File: src/rtl/plbp_pkg.sv
// Package: constants and carrier types for the port latch and bus pin block
// Assumes a single core clock; the core sequencer supplies bus cycle requests
package plbp_pkg;

    // ------------------------------------------------------------------
    // Port geometry and reset values
    // ------------------------------------------------------------------
    localparam int unsigned NUM_PORTS       = 5;
    localparam int unsigned PORT_WIDTH      = 8;
    localparam int unsigned PORT4_WIDTH     = 5;
    localparam logic [7:0]  LATCH_RESET_VAL = 8'hFF;
    localparam logic [2:0]  PORT_ID_P0      = 3'h0;
    localparam logic [2:0]  PORT_ID_P2      = 3'h2;
    localparam logic [2:0]  PORT_ID_P4      = 3'h4;

    // ------------------------------------------------------------------
    // Machine cycle timing in oscillator periods
    // ------------------------------------------------------------------
    localparam logic [3:0]  OSC_PER_MC_STD  = 4'hC;
    localparam logic [3:0]  OSC_PER_MC_X2   = 4'h6;
    // Address strobe at phase 0 and half cycle, so 1/6 (std) or 1/3 (x2)
    localparam logic [3:0]  STROBE_PH_A     = 4'h0;
    localparam logic [3:0]  STD_PH_B        = 4'h6;
    localparam logic [3:0]  X2_PH_B         = 4'h3;
    // Program store strobe phases within the machine cycle
    localparam logic [3:0]  STD_PS_A        = 4'h2;
    localparam logic [3:0]  STD_PS_B        = 4'h8;
    localparam logic [3:0]  X2_PS_A         = 4'h1;
    localparam logic [3:0]  X2_PS_B         = 4'h4;
    // Program store strobes skipped per external data access
    localparam logic [1:0]  PS_SKIP_COUNT   = 2'h2;

    // ------------------------------------------------------------------
    // Carriers
    // ------------------------------------------------------------------
    typedef struct packed {
        logic       wr;     // Write strobe loads latch
        logic       rd;     // Read strobe
        logic       rmw;    // Read-modify-write: read the latch
        logic [2:0] port;   // Port select 0..4
        logic [7:0] wdata;
    } plbp_cpu_req_type;

    typedef struct packed {
        logic [7:0] addr_lo;  // Low address / data out on port 0
        logic [7:0] addr_hi;  // High address on port 2
        logic       p0_drive; // Port 0 drives data in this cycle
    } plbp_bus_addr_type;

endpackage

File: src/rtl/plbp_port_block.sv
// Port latches, read paths, pin drivers and external bus strobes
// Assumes pins sampled through two flip-flops; oscillator enable from core
// Contract
// - Address strobe every 1/6 (1/3 x2) osc
// - Software may disable address strobe internally
// - Address strobe marks valid low address
// - Program strobe twice per external-fetch cycle
// - Skip two program strobes per data access
// - No program strobe for internal fetches
// - Fetch select held steady by board
// - Port bits are CPU-written D latches
// - Latch read returns stored values
// - Pin read returns sampled pin levels
// - Read-modify-write uses latch read path
// - Each port bit direction set independently
// - Ports 1,3,4: write one for input
// - Latch set lets alternate function drive
// - Ports 0,2: set bit disables driver
// - Port 0 unavailable as GPIO on bus
// - Port 2 unavailable as GPIO on bus
// - Port 0 pull-up only in bus cycles
// - Port 2 pull-up assists ones on bus
// - Bus cycle drivers take address/data lines
// - Reset sets all port latches to one
module plbp_port_block
    import plbp_pkg::*;
#(
    parameter int unsigned W = PORT_WIDTH
)
(
    input  wire logic                          core_clk_in,
    input  wire logic                          reset_n_in,
    input  wire logic                          osc_tick_in,
    input  wire logic                          double_speed_mode_in,
    input  wire logic                          strobe_disable_in,
    input  wire logic                          xdata_access_in,
    input  wire logic                          bus_cycle_in,
    input  wire plbp_bus_addr_type             bus_addr_in,
    input  wire logic                          external_fetch_select_in,
    input  wire plbp_cpu_req_type              cpu_req_in,
    input  wire logic [NUM_PORTS*W-1:0]        alt_out_in,
    input  wire logic [NUM_PORTS*W-1:0]        pin_in,
    output logic [W-1:0]                       rdata_out,
    output logic [NUM_PORTS*W-1:0]             pin_out,
    output logic [NUM_PORTS*W-1:0]             pin_oe_n_out,
    output logic [2*W-1:0]                     strong_pull_out,
    output logic                               addr_latch_strobe_out,
    output logic                               program_store_strobe_out
);

    // ------------------------------------------------------------------
    // Pin synchronisers
    // ------------------------------------------------------------------
    logic [NUM_PORTS*W-1:0] pin_meta_ff;
    logic [NUM_PORTS*W-1:0] pin_sync_ff;
    logic                   fetch_meta_ff;
    logic                   fetch_sync_ff;

    always_ff @(posedge core_clk_in or negedge reset_n_in)
    begin
        if (!reset_n_in)
        begin
            pin_meta_ff   <= '1;
            pin_sync_ff   <= '1;
            fetch_meta_ff <= 1'b1;
            fetch_sync_ff <= 1'b1;
        end
        else
        begin
            pin_meta_ff   <= pin_in;
            pin_sync_ff   <= pin_meta_ff;
            fetch_meta_ff <= external_fetch_select_in;
            fetch_sync_ff <= fetch_meta_ff;
        end
    end

    // ------------------------------------------------------------------
    // Port latches
    // ------------------------------------------------------------------
    logic [W-1:0] latch_ff [NUM_PORTS];

    // Port 4 keeps only its implemented bits; upper bits read as zero
    function automatic logic [W-1:0] port_mask(input logic [2:0] idx);
        port_mask = (idx == PORT_ID_P4) ? W'((1 << PORT4_WIDTH) - 1) : '1;
    endfunction

    always_ff @(posedge core_clk_in or negedge reset_n_in)
    begin
        if (!reset_n_in)
        begin
            for (int i = 0; i < NUM_PORTS; i++)
                latch_ff[i] <= W'(LATCH_RESET_VAL) & port_mask(3'(i));
        end
        else if (cpu_req_in.wr && cpu_req_in.port < 3'(NUM_PORTS))
        begin
            latch_ff[cpu_req_in.port] <= cpu_req_in.wdata[W-1:0]
                                         & port_mask(cpu_req_in.port);
        end
    end

    // ------------------------------------------------------------------
    // Read path
    // ------------------------------------------------------------------
    logic [W-1:0] nxt_rdata;

    always_comb
    begin
        nxt_rdata = '0;
        if (cpu_req_in.rd && cpu_req_in.port < 3'(NUM_PORTS))
        begin
            if (cpu_req_in.rmw)
                nxt_rdata = latch_ff[cpu_req_in.port];
            else
                nxt_rdata = pin_sync_ff[cpu_req_in.port*W +: W]
                            & port_mask(cpu_req_in.port);
        end
    end

    always_ff @(posedge core_clk_in or negedge reset_n_in)
    begin
        if (!reset_n_in)
            rdata_out <= '0;
        else
            rdata_out <= nxt_rdata;
    end

    // ------------------------------------------------------------------
    // Pin drivers
    // ------------------------------------------------------------------
    logic [NUM_PORTS*W-1:0] nxt_pin;
    logic [NUM_PORTS*W-1:0] nxt_oe_n;
    logic [2*W-1:0]         nxt_pull;

    always_comb
    begin
        nxt_pin  = '0;
        nxt_oe_n = '1;
        nxt_pull = '0;
        for (int p = 0; p < NUM_PORTS; p++)
        begin
            for (int b = 0; b < W; b++)
            begin
                // Quasi-bidirectional: only a zero pulls low; latch one releases
                // the pull-down and the alternate output may then pull low
                nxt_pin[p*W+b]  = 1'b0;
                // Unbuilt port 4 bits stay released; no phantom pin is pulled low
                nxt_oe_n[p*W+b] = (latch_ff[p][b] & alt_out_in[p*W+b])
                                  | (p == int'(PORT_ID_P4)
                                     && b >= int'(PORT4_WIDTH));
            end
        end
        if (bus_cycle_in)
        begin
            // Bus owns ports 0 and 2; latches are bypassed, not altered
            nxt_pin[0 +: W]  = bus_addr_in.addr_lo;
            nxt_oe_n[0 +: W] = bus_addr_in.p0_drive ? '0 : '1;
            nxt_pull[0 +: W] = bus_addr_in.p0_drive ? bus_addr_in.addr_lo : '0;
            nxt_pin[2*W +: W]  = bus_addr_in.addr_hi;
            nxt_oe_n[2*W +: W] = '0;
            nxt_pull[W +: W]   = bus_addr_in.addr_hi;
        end
    end

    always_ff @(posedge core_clk_in or negedge reset_n_in)
    begin
        if (!reset_n_in)
        begin
            pin_out         <= '0;
            pin_oe_n_out    <= '1;
            strong_pull_out <= '0;
        end
        else
        begin
            pin_out         <= nxt_pin;
            pin_oe_n_out    <= nxt_oe_n;
            strong_pull_out <= nxt_pull;
        end
    end

    // ------------------------------------------------------------------
    // Machine cycle phase counter
    // ------------------------------------------------------------------
    logic [3:0] phase_ff;
    logic [3:0] mc_len;

    assign mc_len = double_speed_mode_in ? OSC_PER_MC_X2 : OSC_PER_MC_STD;

    always_ff @(posedge core_clk_in or negedge reset_n_in)
    begin
        if (!reset_n_in)
            phase_ff <= '0;
        else if (osc_tick_in)
            phase_ff <= (phase_ff >= mc_len - 4'h1) ? 4'h0 : phase_ff + 4'h1;
    end

    // ------------------------------------------------------------------
    // Strobes
    // ------------------------------------------------------------------
    logic       ale_phase;
    logic       ps_phase;
    logic [1:0] skip_ff;
    logic       nxt_ale;
    logic       nxt_ps;

    assign ale_phase = osc_tick_in && (phase_ff == STROBE_PH_A ||
                       phase_ff == (double_speed_mode_in ? X2_PH_B : STD_PH_B));
    assign ps_phase  = osc_tick_in &&
                       (phase_ff == (double_speed_mode_in ? X2_PS_A : STD_PS_A) ||
                        phase_ff == (double_speed_mode_in ? X2_PS_B : STD_PS_B));

    // Disable honoured only with internal fetch; external code needs the strobe
    assign nxt_ale = ale_phase && !xdata_access_in
                     && !(strobe_disable_in && fetch_sync_ff);

    assign nxt_ps  = ps_phase && !fetch_sync_ff && skip_ff == 2'h0;

    // An external data access during external fetch with no skip pending starts a skip of two program strobes
    always_ff @(posedge core_clk_in or negedge reset_n_in)
    begin
        if (!reset_n_in)
            skip_ff <= '0;
        // Load only from a zero count; an access while a skip is pending starts no skip of its own
        else if (xdata_access_in && !fetch_sync_ff && skip_ff == 2'h0)
            skip_ff <= PS_SKIP_COUNT;
        else if (ps_phase && skip_ff != 2'h0)
            skip_ff <= skip_ff - 2'h1;
    end

    always_ff @(posedge core_clk_in or negedge reset_n_in)
    begin
        if (!reset_n_in)
        begin
            addr_latch_strobe_out    <= 1'b0;
            program_store_strobe_out <= 1'b0;
        end
        else
        begin
            addr_latch_strobe_out    <= nxt_ale;
            program_store_strobe_out <= nxt_ps;
        end
    end

    // ------------------------------------------------------------------
    // Checks
    // ------------------------------------------------------------------
    a_no_internal_ps: assert property (@(posedge core_clk_in) disable iff (!reset_n_in)
        $past(fetch_sync_ff) |-> !program_store_strobe_out)
        else $error("program strobe during internal fetch");

    a_ale_gated_xdata: assert property (@(posedge core_clk_in) disable iff (!reset_n_in)
        $past(xdata_access_in) |-> !addr_latch_strobe_out)
        else $error("address strobe during data access");

    a_ale_disable: assert property (@(posedge core_clk_in) disable iff (!reset_n_in)
        $past(strobe_disable_in && fetch_sync_ff) |-> !addr_latch_strobe_out)
        else $error("address strobe while disabled");

    a_ale_on_phase: assert property (@(posedge core_clk_in) disable iff (!reset_n_in)
        (osc_tick_in && phase_ff == STROBE_PH_A && !xdata_access_in && !strobe_disable_in)
        |=> addr_latch_strobe_out)
        else $error("address strobe missing");

    a_ps_ext_fetch: assert property (@(posedge core_clk_in) disable iff (!reset_n_in)
        (ps_phase && !fetch_sync_ff && skip_ff == 2'h0) |=> program_store_strobe_out)
        else $error("program strobe missing");

    a_ps_skip: assert property (@(posedge core_clk_in) disable iff (!reset_n_in)
        (ps_phase && skip_ff != 2'h0) |=> !program_store_strobe_out)
        else $error("program strobe not skipped");

    a_rmw_latch: assert property (@(posedge core_clk_in) disable iff (!reset_n_in)
        (cpu_req_in.rd && cpu_req_in.rmw && cpu_req_in.port == 3'h1 && !cpu_req_in.wr)
        |=> rdata_out == latch_ff[1])
        else $error("latch read mismatch");

    a_pin_read: assert property (@(posedge core_clk_in) disable iff (!reset_n_in)
        (cpu_req_in.rd && !cpu_req_in.rmw && cpu_req_in.port == 3'h3)
        |=> rdata_out == $past(pin_sync_ff[3*W +: W]))
        else $error("pin read mismatch");

    a_bus_port2: assert property (@(posedge core_clk_in) disable iff (!reset_n_in)
        bus_cycle_in |=> pin_out[2*W +: W] == $past(bus_addr_in.addr_hi)
                         && pin_oe_n_out[2*W +: W] == '0)
        else $error("port 2 not on bus");

    a_p0_open_drain: assert property (@(posedge core_clk_in) disable iff (!reset_n_in)
        !$past(bus_cycle_in) |-> strong_pull_out[0 +: W] == '0)
        else $error("port 0 pull-up outside bus");

    a_latch_write: assert property (@(posedge core_clk_in) disable iff (!reset_n_in)
        (cpu_req_in.wr && cpu_req_in.port == 3'h1)
        |=> latch_ff[1] == $past(cpu_req_in.wdata[W-1:0]))
        else $error("latch write lost");

    a_quasi_drive: assert property (@(posedge core_clk_in) disable iff (!reset_n_in)
        pin_oe_n_out[W +: W] == $past(latch_ff[1] & alt_out_in[W +: W]))
        else $error("port 1 driver not from latch");

    a_bus_port0: assert property (@(posedge core_clk_in) disable iff (!reset_n_in)
        (bus_cycle_in && bus_addr_in.p0_drive)
        |=> pin_out[0 +: W] == $past(bus_addr_in.addr_lo) && pin_oe_n_out[0 +: W] == '0)
        else $error("port 0 not on bus");

    a_p4_released: assert property (@(posedge core_clk_in) disable iff (!reset_n_in)
        pin_oe_n_out[NUM_PORTS*W-1 -: (W - PORT4_WIDTH)] == '1)
        else $error("unbuilt port 4 bit driven");

endmodule

File: config.mk
export PLATFORM = sky130hd
export DESIGN_NAME = plbp_port_block
export DESIGN_NICKNAME = d
export VERILOG_FILES = /design/src/rtl/plbp_pkg.sv /design/src/rtl/plbp_port_block.sv
export SDC_FILE = /design/constraint.sdc
export NUM_CORES = 1
export LEC_CHECK = 0
export BUFFER_PORTS_ARGS = -buffer_cell sky130_fd_sc_hd__buf_2
export CORE_MARGIN = 4
export CORE_UTILIZATION = 55
export CTS_BUF_LIST = sky130_fd_sc_hd__clkbuf_8 sky130_fd_sc_hd__clkbuf_16
export CTS_CLUSTER_SIZE = 30
export DETAILED_ROUTE_END_ITERATION = 8
export GPL_TIMING_DRIVEN = 0
export PLACE_DENSITY_LB_ADDON = 0.25
export SYNTH_ARGS = -nofsm -noshare
export SYNTH_HDL_FRONTEND = slang
export SYNTH_SLANG_ARGS = --single-unit
File: constraint.sdc
create_clock -name core_clk_in -period 3.25 [get_ports core_clk_in]
set_input_delay 0.65 -clock core_clk_in [delete_from_list [all_inputs] [get_ports core_clk_in]]
set_output_delay 0.65 -clock core_clk_in [all_outputs]
set_load 0.005 [all_outputs]
==> results of run 1 <==
power by group through the flow:
stage               Sequential, W  Combinational (W)  Clock [W]
floorplan                 0.00296           0.000481          0
global placement          0.00300           0.000756          0
detailed placement        0.00301           0.000801          0
CTS                       0.00297           0.000803    0.00199
global route              0.00300           0.000899    0.00210
finish                    0.00297           0.000793    0.00194
cell usage after synthesis, types with 2 or more instances:
cell | instances | share of area
and2_1 | 38 | 0.032
conb_1 | 2 | 0.0010
a211oi_1 | 2 | 0.0020
o2111ai_1 | 2 | 0.0024
a22oi_1 | 5 | 0.0051
nand3_1 | 4 | 0.0027
o21ai_0 | 18 | 0.012
a32o_1 | 2 | 0.0027
nor2_8 | 2 | 0.0054
nor3_1 | 5 | 0.0034
dfrtp_1 | 43 | 0.15
o2bb2ai_1 | 3 | 0.0036
a21oi_1 | 12 | 0.0081
mux2i_1 | 14 | 0.019
mux4_2 | 3 | 0.0092
dfstp_2 | 150 | 0.53
nand2_1 | 26 | 0.013
o221ai_1 | 2 | 0.0024
and3_1 | 11 | 0.0093
buf_6 | 2 | 0.0031
and2b_1 | 2 | 0.0020
nor2_1 | 16 | 0.0081
inv_1 | 12 | 0.0061
buf_2 | 3 | 0.0020
ha_1 | 6 | 0.010
buf_4 | 39 | 0.040
nor2b_1 | 7 | 0.0059
nor2_2 | 2 | 0.0017
clkbuf_1 | 8 | 0.0041
a31oi_1 | 2 | 0.0017
nand2b_1 | 7 | 0.0059
o31ai_1 | 3 | 0.0031
o22ai_1 | 6 | 0.0051
mux2_2 | 42 | 0.064
area by class of cell:
class / count / area [um2] / area share
diodes: 1 / 2.50 / 0.000271
clock inverters: 14 / 121 / 0.0131
multi-input cells: 287 / 2050 / 0.222
repair buffers: 191 / 988 / 0.107
plain buffers: 52 / 360 / 0.0390
clock buffers: 18 / 439 / 0.0475
inverters: 12 / 45.0 / 0.00487
well taps: 176 / 220 / 0.0238
flip-flops and latches: 193 / 5020 / 0.542
state kept, by name (all words and copies together) (netlist names):
name / cells
fetch_sync_ff: 1
skip_ff: 2
pin_sync_ff: 37
latch_ff: 40
pin_out: 9
addr_latch_strobe_out: 1
program_store_strobe_out: 1
pin_oe_n_out: 37
pin_meta_ff: 37
phase_ff: 4
fetch_meta_ff: 1
rdata_out: 8
strong_pull_out: 15
how the worst max path moves through the flow:
stage	startpoint	end
floorplan	double_speed_mode_in	skip_ff[0]$_DFFE_PN0P_
global placement	reset_n_in	rdata_out[3]$_DFF_PN0_
detailed placement	double_speed_mode_in	skip_ff[0]$_DFFE_PN0P_
CTS	phase_ff[1]$_DFFE_PN0P_	skip_ff[0]$_DFFE_PN0P_
global route	phase_ff[1]$_DFFE_PN0P_	skip_ff[0]$_DFFE_PN0P_
finish	phase_ff[1]$_DFFE_PN0P_	skip_ff[0]$_DFFE_PN0P_
layer usage:
metal | vias to the layer above | GRT usage | wire length [um]
met5 | - | 0 | 7
met4 | 2 | 0.0651 | 220
met3 | 21 | 0.0681 | 1380
met2 | 176 | 0.347 | 7640
met1 | 2222 | 0.251 | 6140
li1 | 2188 | - | -
kinds of logic (layout without fill, tap and decap cells):
logic type                 after synthesis  after routing  share of synthesized area
other                                    2             28                    0.00102
DFF                                    193            193                      0.680
muxes                                   59             59                     0.0922
AOI/OAI and AO/OA                       65             65                     0.0591
adders and majority gates                6              6                     0.0102
and+or+nand+nor                        129            129                      0.102
buffers and inverters                   64            287                     0.0549
xor gates and xnor gates                 1              1                    0.00119
per-stage QoR:
step | worst slack (ps) | utilization | setup TNS [ps] | total power (W) | hold WS [ps]
after detailed placement | 1030 | 0.659 | 0 | 0.00381 | 347
final | 1360 | 0.701 | 0 | 0.00570 | 237
after global routing | 1270 | 0.701 | 0 | 0.00601 | 275
after global placement | -1140 | 0.656 | -66470 | 0.00375 | 347
after CTS | 1380 | 0.701 | 0 | 0.00576 | 238
after floorplan | 1320 | - | 0 | 0.00344 | 345
==> metrics.md, run 1 <==
| Metric | Value |
|---|---|
| DRT Pass-1 Iters | 4 |
| Setup slack, reg-to-reg | 1360 ps |
| Pint | 0.00424 W |
| Commonest non-fill, non-tap cells in the layout | buf_2 (192), dfstp_2 (150), dfrtp_1 (43), mux2_2 (42), buf_4 (39) |
| Largest net degree at the start of global routing | 102 |
| Hold buffers post-CTS | 0 |
| Clk root buf | clkbuf_16 |
| Main synth FF type | dfstp_2 |
| Fmax | 530 MHz |
| Fin crit share | 0.581 |
| Initial antenna violation count | 1 |
| Number of synthesized register bits | 193 |
| Post-Layout Cell Count | 944 |
| Avg Cell Area, Syn | 14.2 um2 |
| Final Net Count | 879 |
| Startpoint types | flop |
| YS warnings | 0 |
| CP max stage delay | 430 ps |
| Synth Instances | 519 |
| Crit path arrival time | 2200 ps |
| IO buf count | 190 |
| First-pass GRT wire length | 23.6 mm |
| Routability Congestion | 0.838 |
| Static leakage | 4.41 nW |
| Number of global-route vias before repair | 4675 |
| CP Data Required Time | 3560 ps |
| Max-cap violations | 0 |
| Net Sw Frac | 0.256 |
| Critical path's slowest cell | dfrtp_1 |
| R2R depth | 5 |
| Die span in x | 124 um |
| Starting Density | 0.560 |
| # DRC | 0 |
| Setup CP Type | reg2reg |
| Vias/cell | 4.88 |
| Routed WL | 15.4 mm |
| CTS H-tree depth | 4 |
| Height of the die | 124 um |
| Min-Delay Path Class | in2async |
| CP bufs+invs | 0 |
| Fin area | 9250 um2 |
| Skew-Pair Late Insertion Delay | 420 ps |
| Worst Setup End Kind | flop |
| Post-route minimum period | 1890 ps |
| Cell area after synthesis | 7380 um2 |
| Final Hold Violating Endpoints | 0 |
| Ports | 225 |
| Final max-slew violation count | 0 |
| Maximum VDD drop | 0.525 mV |
| Comb pwr share | 0.139 |
| Worst slew pin tran | 788 ps |
| Final-report setup violation count | 0 |
| Asr flop ratio synth | 1.00 |
| Setup bufs post-CTS | 0 |
| Row cnt | 42 |
| Slew headroom | 0.472 |
| Crit path cell chain | ha_1 > or3b_1 > o22ai_1 > a31oi_1 > a32o_1 |
| Sw power | 0.00146 W |
| Clock tree sinks | 193 |
| Share of post-route cells with drive strength above 1 | 0.615 |
| Total CTS buffers | 17 |
| Post-route clock skew | 4.43 ps |
| Status | finished clean |
| Die footprint | 15300 um2 |
| CTS tree | done |
| Via count | 4609 |
| Synth cell types | 52 |
| Clk pwr share | 0.340 |
| Area growth, synth to finish | 25.3% |
| HPWL after DPL | 11.6 mm |
| RSZ-0062 raised after global routing | no |
| Placed Cells incl. Taps | 911 |
| Core area | 13200 um2 |
| Routed len/inst | 16.3 um |
| Drt initial violations | 183 |
| Levels on crit path | 5 |
| Critical path's top delay family | compound AO/OA/AOI/OAI gates |
| RR Endpoint | skip_ff[0]$_DFFE_PN0P_ |
| Seq/Total Area, Yosys | 0.680 |
| Commonest non-fill, non-tap cell in the layout | buf_2 |
| Total GRT Usage | 0.206 |
| Clk slew on worst S/H paths | 70 ps |
| Max clock buf depth | 2 |
| Detail Route Antenna Nets | 0 |
| Total grt overflow | 0 |
| CP max FO | 4 |
| Share of power burned in registers | 0.521 |
| P per Cell Area | 616 nW/um2 |
| FF-to-FF Start | phase_ff[1]$_DFFE_PN0P_ |
| FILL cells | 958 |
| Post-CTS Resized | 0 |
| Dpl cell area | 8690 um2 |
| Post-synth EDFFs | 0 |
(Power assumes the default switching activity.)
==> inputs of run 2 (changes only) <==
- CORE_UTILIZATION: 55 -> 46
- clock period: 3.25 -> 1.55 ns (I/O delays scaled with it)
==> metrics.md, run 2 (same netlist as run 1, synthesis figures left out) <==
| Metric | Value |
|---|---|
| Crit path arrival time | 2080 ps |
| Final Hold Violating Endpoints | 0 |
| Worst slew pin tran | 777 ps |
| Final-report setup violation count | 4 |
| Starting Density | 0.466 |
| Final Net Count | 923 |
| DRT Pass-1 Iters | 5 |
| Die footprint | 18100 um2 |
| IO buf count | 190 |
| Dpl cell area | 8740 um2 |
| Post-route minimum period | 1760 ps |
| Max-cap violations | 0 |
| Initial antenna violation count | 1 |
| # DRC | 0 |
| Most flop-heavy register | latch_ff |
| Largest net degree at the start of global routing | 122 |
| Failing checks | setup timing |
| Detail Route Antenna Nets | 0 |
| Total GRT Usage | 0.189 |
| Die span in x | 135 um |
| Post-route clock skew | 6.13 ps |
| Number of global-route vias before repair | 5107 |
| Status | complete, but fails checks |
| Clock tree sinks | 193 |
| R2R depth | 5 |
| Row cnt | 46 |
| Setup TNS | -572 ps |
| P per Cell Area | 1290 nW/um2 |
| RSZ-0062 raised after global routing | yes |
| Core area | 15800 um2 |
| CP max FO | 2 |
| Routed WL | 17.2 mm |
| Clk root buf | clkbuf_16 |
| # diodes | 0 |
| Area growth, synth to finish | 33.4% |
| Fin area | 9850 um2 |
| CP bufs+invs | 0 |
| Setup CP Type | reg2reg |
| Commonest non-fill, non-tap cells in the layout | buf_2 (192), dfstp_2 (150), buf_4 (43), mux2_2 (42), dfrtp_1 (41) |
| Critical path's top delay family | compound AO/OA/AOI/OAI gates |
| Height of the die | 135 um |
| CP Data Required Time | 1860 ps |
| Fmax | 567 MHz |
| Slew headroom | 0.480 |
| Min-Delay Path Class | in2reg |
| RR Endpoint | skip_ff[0]$_DFFE_PN0P_ |
| Fin crit share | 1.14 |
| Maximum VDD drop | 0.919 mV |
| Drt initial violations | 207 |
| Routability Congestion | 0.827 |
| Max clock buf depth | 2 |
| Commonest non-fill, non-tap cell in the layout | buf_2 |
| HPWL after DPL | 12.2 mm |
| Levels on crit path | 5 |
| FILL cells | 1218 |
| Final max-slew violation count | 0 |
| Worst Setup SP | phase_ff[1]$_DFFE_PN0P_ |
| Via count | 4898 |
| Share of post-route cells with drive strength above 1 | 0.598 |
| Crit path cell chain | ha_4 > or3b_1 > o22ai_2 > a31oi_4 > a32o_1 |
| First-pass GRT wire length | 26.4 mm |
| FF-to-FF Start | phase_ff[1]$_DFFE_PN0P_ |
| Min-Delay Path Depth | 3 |
| Total CTS buffers | 17 |
| Critical path's slowest cell | dfrtp_1 |
| Static leakage | 4.64 nW |
| CTS H-tree depth | 4 |
| CTS tree | done |
| Ports | 225 |
| Startpoint types | flop |
| CP max stage delay | 430 ps |
| Clk slew on worst S/H paths | 70 ps |
| Worst setup endpoint | skip_ff[0]$_DFFE_PN0P_ |
| Skew-Pair Late Insertion Delay | 420 ps |
| Vias/cell | 4.77 |
| Pre-CTS setup slack | -296 ps |
| Routed len/inst | 16.8 um |
| Total grt overflow | 0 |
| Post-layout util | 0.622 |
| Worst Setup End Kind | flop |
| Setup slack, reg-to-reg | -210 ps |
| Final worst slack | -214 ps |
| Max FFs per register | 40 |
## run 2: cell count changes in the layout (fill, tap and decap cells not counted), moves of 2 or more
cell	before	now
clkbuf_16	17	19
buf_4	39	43
dfrtp_1	43	41
dlygate4sd3_1	0	39
bufinv_16	0	2
dfrtp_2	0	2
## run 2: repair_timing
action / CTS / global route
hold buffers: 39 / 0
setup buffers: 2 / 2
setup endpoints to repair: 5 / 10
cloned: 0 / 1
gates resized for setup: 3 / 6
pin swaps: 1 / 3
endpoints found under the hold margin: 41 / 0
## run 2: routing by layer
| metal | part of all wire | track usage | up-vias |
|---|---|---|---|
| met5 | 0.00076 | 0 | - |
| met4 | 0.012 | 0.0554 | 2 |
| met3 | 0.075 | 0.0537 | 17 |
| met2 | 0.51 | 0.330 | 198 |
| met1 | 0.40 | 0.228 | 2411 |
| li1 | - | - | 2270 |
## run 2: how the worst min path moves through the flow
stage                                  from                               to
floorplan                        reset_n_in  addr_latch_strobe_out$_DFF_PN0_
global placement    fetch_meta_ff$_DFF_PN1_          fetch_sync_ff$_DFF_PN1_
detailed placement               reset_n_in           rdata_out[0]$_DFF_PN0_
CTS                          alt_out_in[17]       pin_oe_n_out[17]$_DFF_PN1_
global route                 alt_out_in[18]       pin_oe_n_out[18]$_DFF_PN1_
finish                       alt_out_in[16]       pin_oe_n_out[16]$_DFF_PN1_
## run 2: power by group
part           leakage, nW  switching [W]  internal [W]
clock                0.299        0.00193       0.00253
combinational         2.20       0.000930       0.00101
sequential            2.14       0.000355       0.00590
## run 2: worst register-to-register path, cell delays in order, from the launching register on
cell     delay (ps)
dfrtp_1         430
ha_4            290
or3b_1          350
o22ai_2         220
a31oi_4         130
a32o_1          230
## run 2: through the flow
step / std cells / total power [W] / hold WS [ps]
floorplan: 544 / 0.00723 / 14.4
global placement: 950 / 0.00791 / 347
detailed placement: 951 / 0.00805 / 301
CTS: 1024 / 0.0127 / 34.6
global route: 1027 / 0.0133 / 44.3
finish: 1027 / 0.0127 / 56.0
## run 2: final cells by class
cell class	instances	area, um2	share of cell area
Clock buffer	18	450	0.0457
Inverter	12	45.0	0.00457
Multi-Input combinational cell	287	2100	0.213
Sequential cell	193	5020	0.510
Tap cell	216	270	0.0274
Clock inverter	14	166	0.0169
Buffer	52	360	0.0366
Timing Repair Buffer	235	1430	0.146
==> inputs of run 3 (changes only) <==
- CORE_UTILIZATION: 46 -> 51
- RECOVER_POWER: not set -> 100
- clock period: 1.55 -> 1.75 ns (I/O delays scaled with it)
==> metrics.md, run 3 (same netlist as run 1, synthesis figures left out) <==
| Metric | Value |
|---|---|
| Status | complete, but fails checks |
| Failing checks | setup timing |
| Pre-CTS setup slack | -213 ps |
| Max FFs per register | 40 |
| Via count | 4813 |
| Clk slew on worst S/H paths | 70 ps |
| Largest net degree at the start of global routing | 107 |
| Post-route clock skew | 6.94 ps |
| Max-cap violations | 0 |
| Core area | 14000 um2 |
| Vias/cell | 4.93 |
| Max clock buf depth | 2 |
| First-pass GRT wire length | 26.1 mm |
| # diodes | 0 |
| Placed Cells incl. Taps | 915 |
| Min-Delay Path Class | in2reg |
| P per Cell Area | 1160 nW/um2 |
| DRT Pass-1 Iters | 4 |
| Die span in x | 128 um |
| Most flop-heavy register | latch_ff |
| HPWL after DPL | 12.1 mm |
| Number of global-route vias before repair | 4970 |
| Fin crit share | 1.01 |
| Drt initial violations | 207 |
| Total grt overflow | 0 |
| Post-Layout Cell Count | 976 |
| Slew headroom | 0.504 |
| Total GRT Usage | 0.207 |
| CTS tree | done |
| Routed len/inst | 17.1 um |
| Final Net Count | 908 |
| Final max-slew violation count | 0 |
| Routability Congestion | 0.843 |
| IO buf count | 190 |
| Commonest non-fill, non-tap cell in the layout | buf_2 |
| Final worst slack | -13.4 ps |
| CP Data Required Time | 2060 ps |
| Share of post-route cells with drive strength above 1 | 0.589 |
| Ports | 225 |
| Total CTS buffers | 17 |
| Final Hold Violating Endpoints | 0 |
| Detail Route Antenna Nets | 0 |
| Worst slew pin tran | 740 ps |
| Clock tree sinks | 193 |
| Starting Density | 0.526 |
| Initial antenna violation count | 1 |
| Fmax | 567 MHz |
| Final-report setup violation count | 1 |
| Worst Setup End Kind | flop |
| Routed WL | 16.7 mm |
| Area growth, synth to finish | 30.7% |
| CTS H-tree depth | 4 |
| RSZ-0062 raised after global routing | yes |
| FILL cells | 983 |
| Maximum VDD drop | 0.901 mV |
| CP max FO | 2 |
| Crit path arrival time | 2070 ps |
| Startpoint types | flop |
| Post-layout util | 0.687 |
| # DRC | 0 |
| Row cnt | 43 |
| Clk root buf | clkbuf_16 |
| Height of the die | 128 um |
| Static leakage | 4.56 nW |
| Skew-Pair Late Insertion Delay | 420 ps |
| Commonest non-fill, non-tap cells in the layout | buf_2 (188), dfstp_2 (141), buf_4 (42), mux2_2 (42), dfrtp_1 (42) |
| Setup CP Type | reg2reg |
| Die footprint | 16500 um2 |
| Post-route minimum period | 1760 ps |
## run 3: path summary, 6_finish.rpt
check,end,startpoint,slack [ps],cells past startpoint
setup / recovery,skip_ff[0]$_DFFE_PN0P_,phase_ff[1]$_DFFE_PN0P_,-10,5
hold / removal,pin_meta_ff[16]$_DFF_PN1_,pin_in[16],20,1
setup reg to reg,skip_ff[0]$_DFFE_PN0P_,phase_ff[1]$_DFFE_PN0P_,-10,5
hold reg to reg,pin_sync_ff[30]$_DFF_PN1_,pin_meta_ff[30]$_DFF_PN1_,360,0
max in group asynchronous,pin_meta_ff[31]$_DFF_PN1_,reset_n_in,330,3
min in group asynchronous,strong_pull_out[9]$_DFF_PN0_,reset_n_in,520,2
## run 3: worst max-delay path: stages (launching register included)
cell,delay [ps]
dfrtp_1,420
ha_4,280
or3b_4,380
o22ai_4,210
a31oi_4,130
a32o_1,230
## run 3: layout make-up
cell class / count / area, um2 / share of cell area
Multi-Input combinational cell: 287 / 2110 / 0.218
Inverter: 12 / 45.0 / 0.00467
Clock buffer: 20 / 467 / 0.0483
Timing Repair Buffer: 220 / 1270 / 0.131
Tap cell: 180 / 225 / 0.0233
Sequential cell: 193 / 5020 / 0.520
Buffer: 52 / 360 / 0.0373
Clock inverter: 12 / 163 / 0.0169
## run 3: metrics by stage
stage                     hold WS, ps  cell area, um2  setup TNS [ps]  total power (W)
after floorplan                  54.4            7480               0          0.00639
after global placement            347            8650         -305250          0.00698
after detailed placement          347            8690           -1680          0.00710
after CTS                       0.330            9590           -17.9           0.0112
after global routing            -2.17            9650           -53.5           0.0118
final                            17.7            9650           -13.4           0.0112
## run 3: power breakdown
group          leakage [nW]  internal, W  total [W]  switching, W
clock                 0.313      0.00229    0.00400       0.00171
combinational          2.11     0.000881    0.00171      0.000833
sequential             2.13      0.00521    0.00551      0.000305
## run 3: what timing repair did
item / CTS / global route
endpoints found under the setup margin: 2 / 5
gates resized for setup: 2 / 8
hold endpoints to repair: 59 / 2
pin swaps: 2 / 3
hold buffers: 24 / 2
buffers inserted: 2 / 1
## run 3: routing by layer
layer | GRT usage | vias up | part of all wire
met4 | 0.0693 | 2 | 0.016
met5 | 0 | - | 0.00078
li1 | - | 2233 | -
met1 | 0.251 | 2355 | 0.39
met2 | 0.354 | 197 | 0.51
met3 | 0.0625 | 26 | 0.085
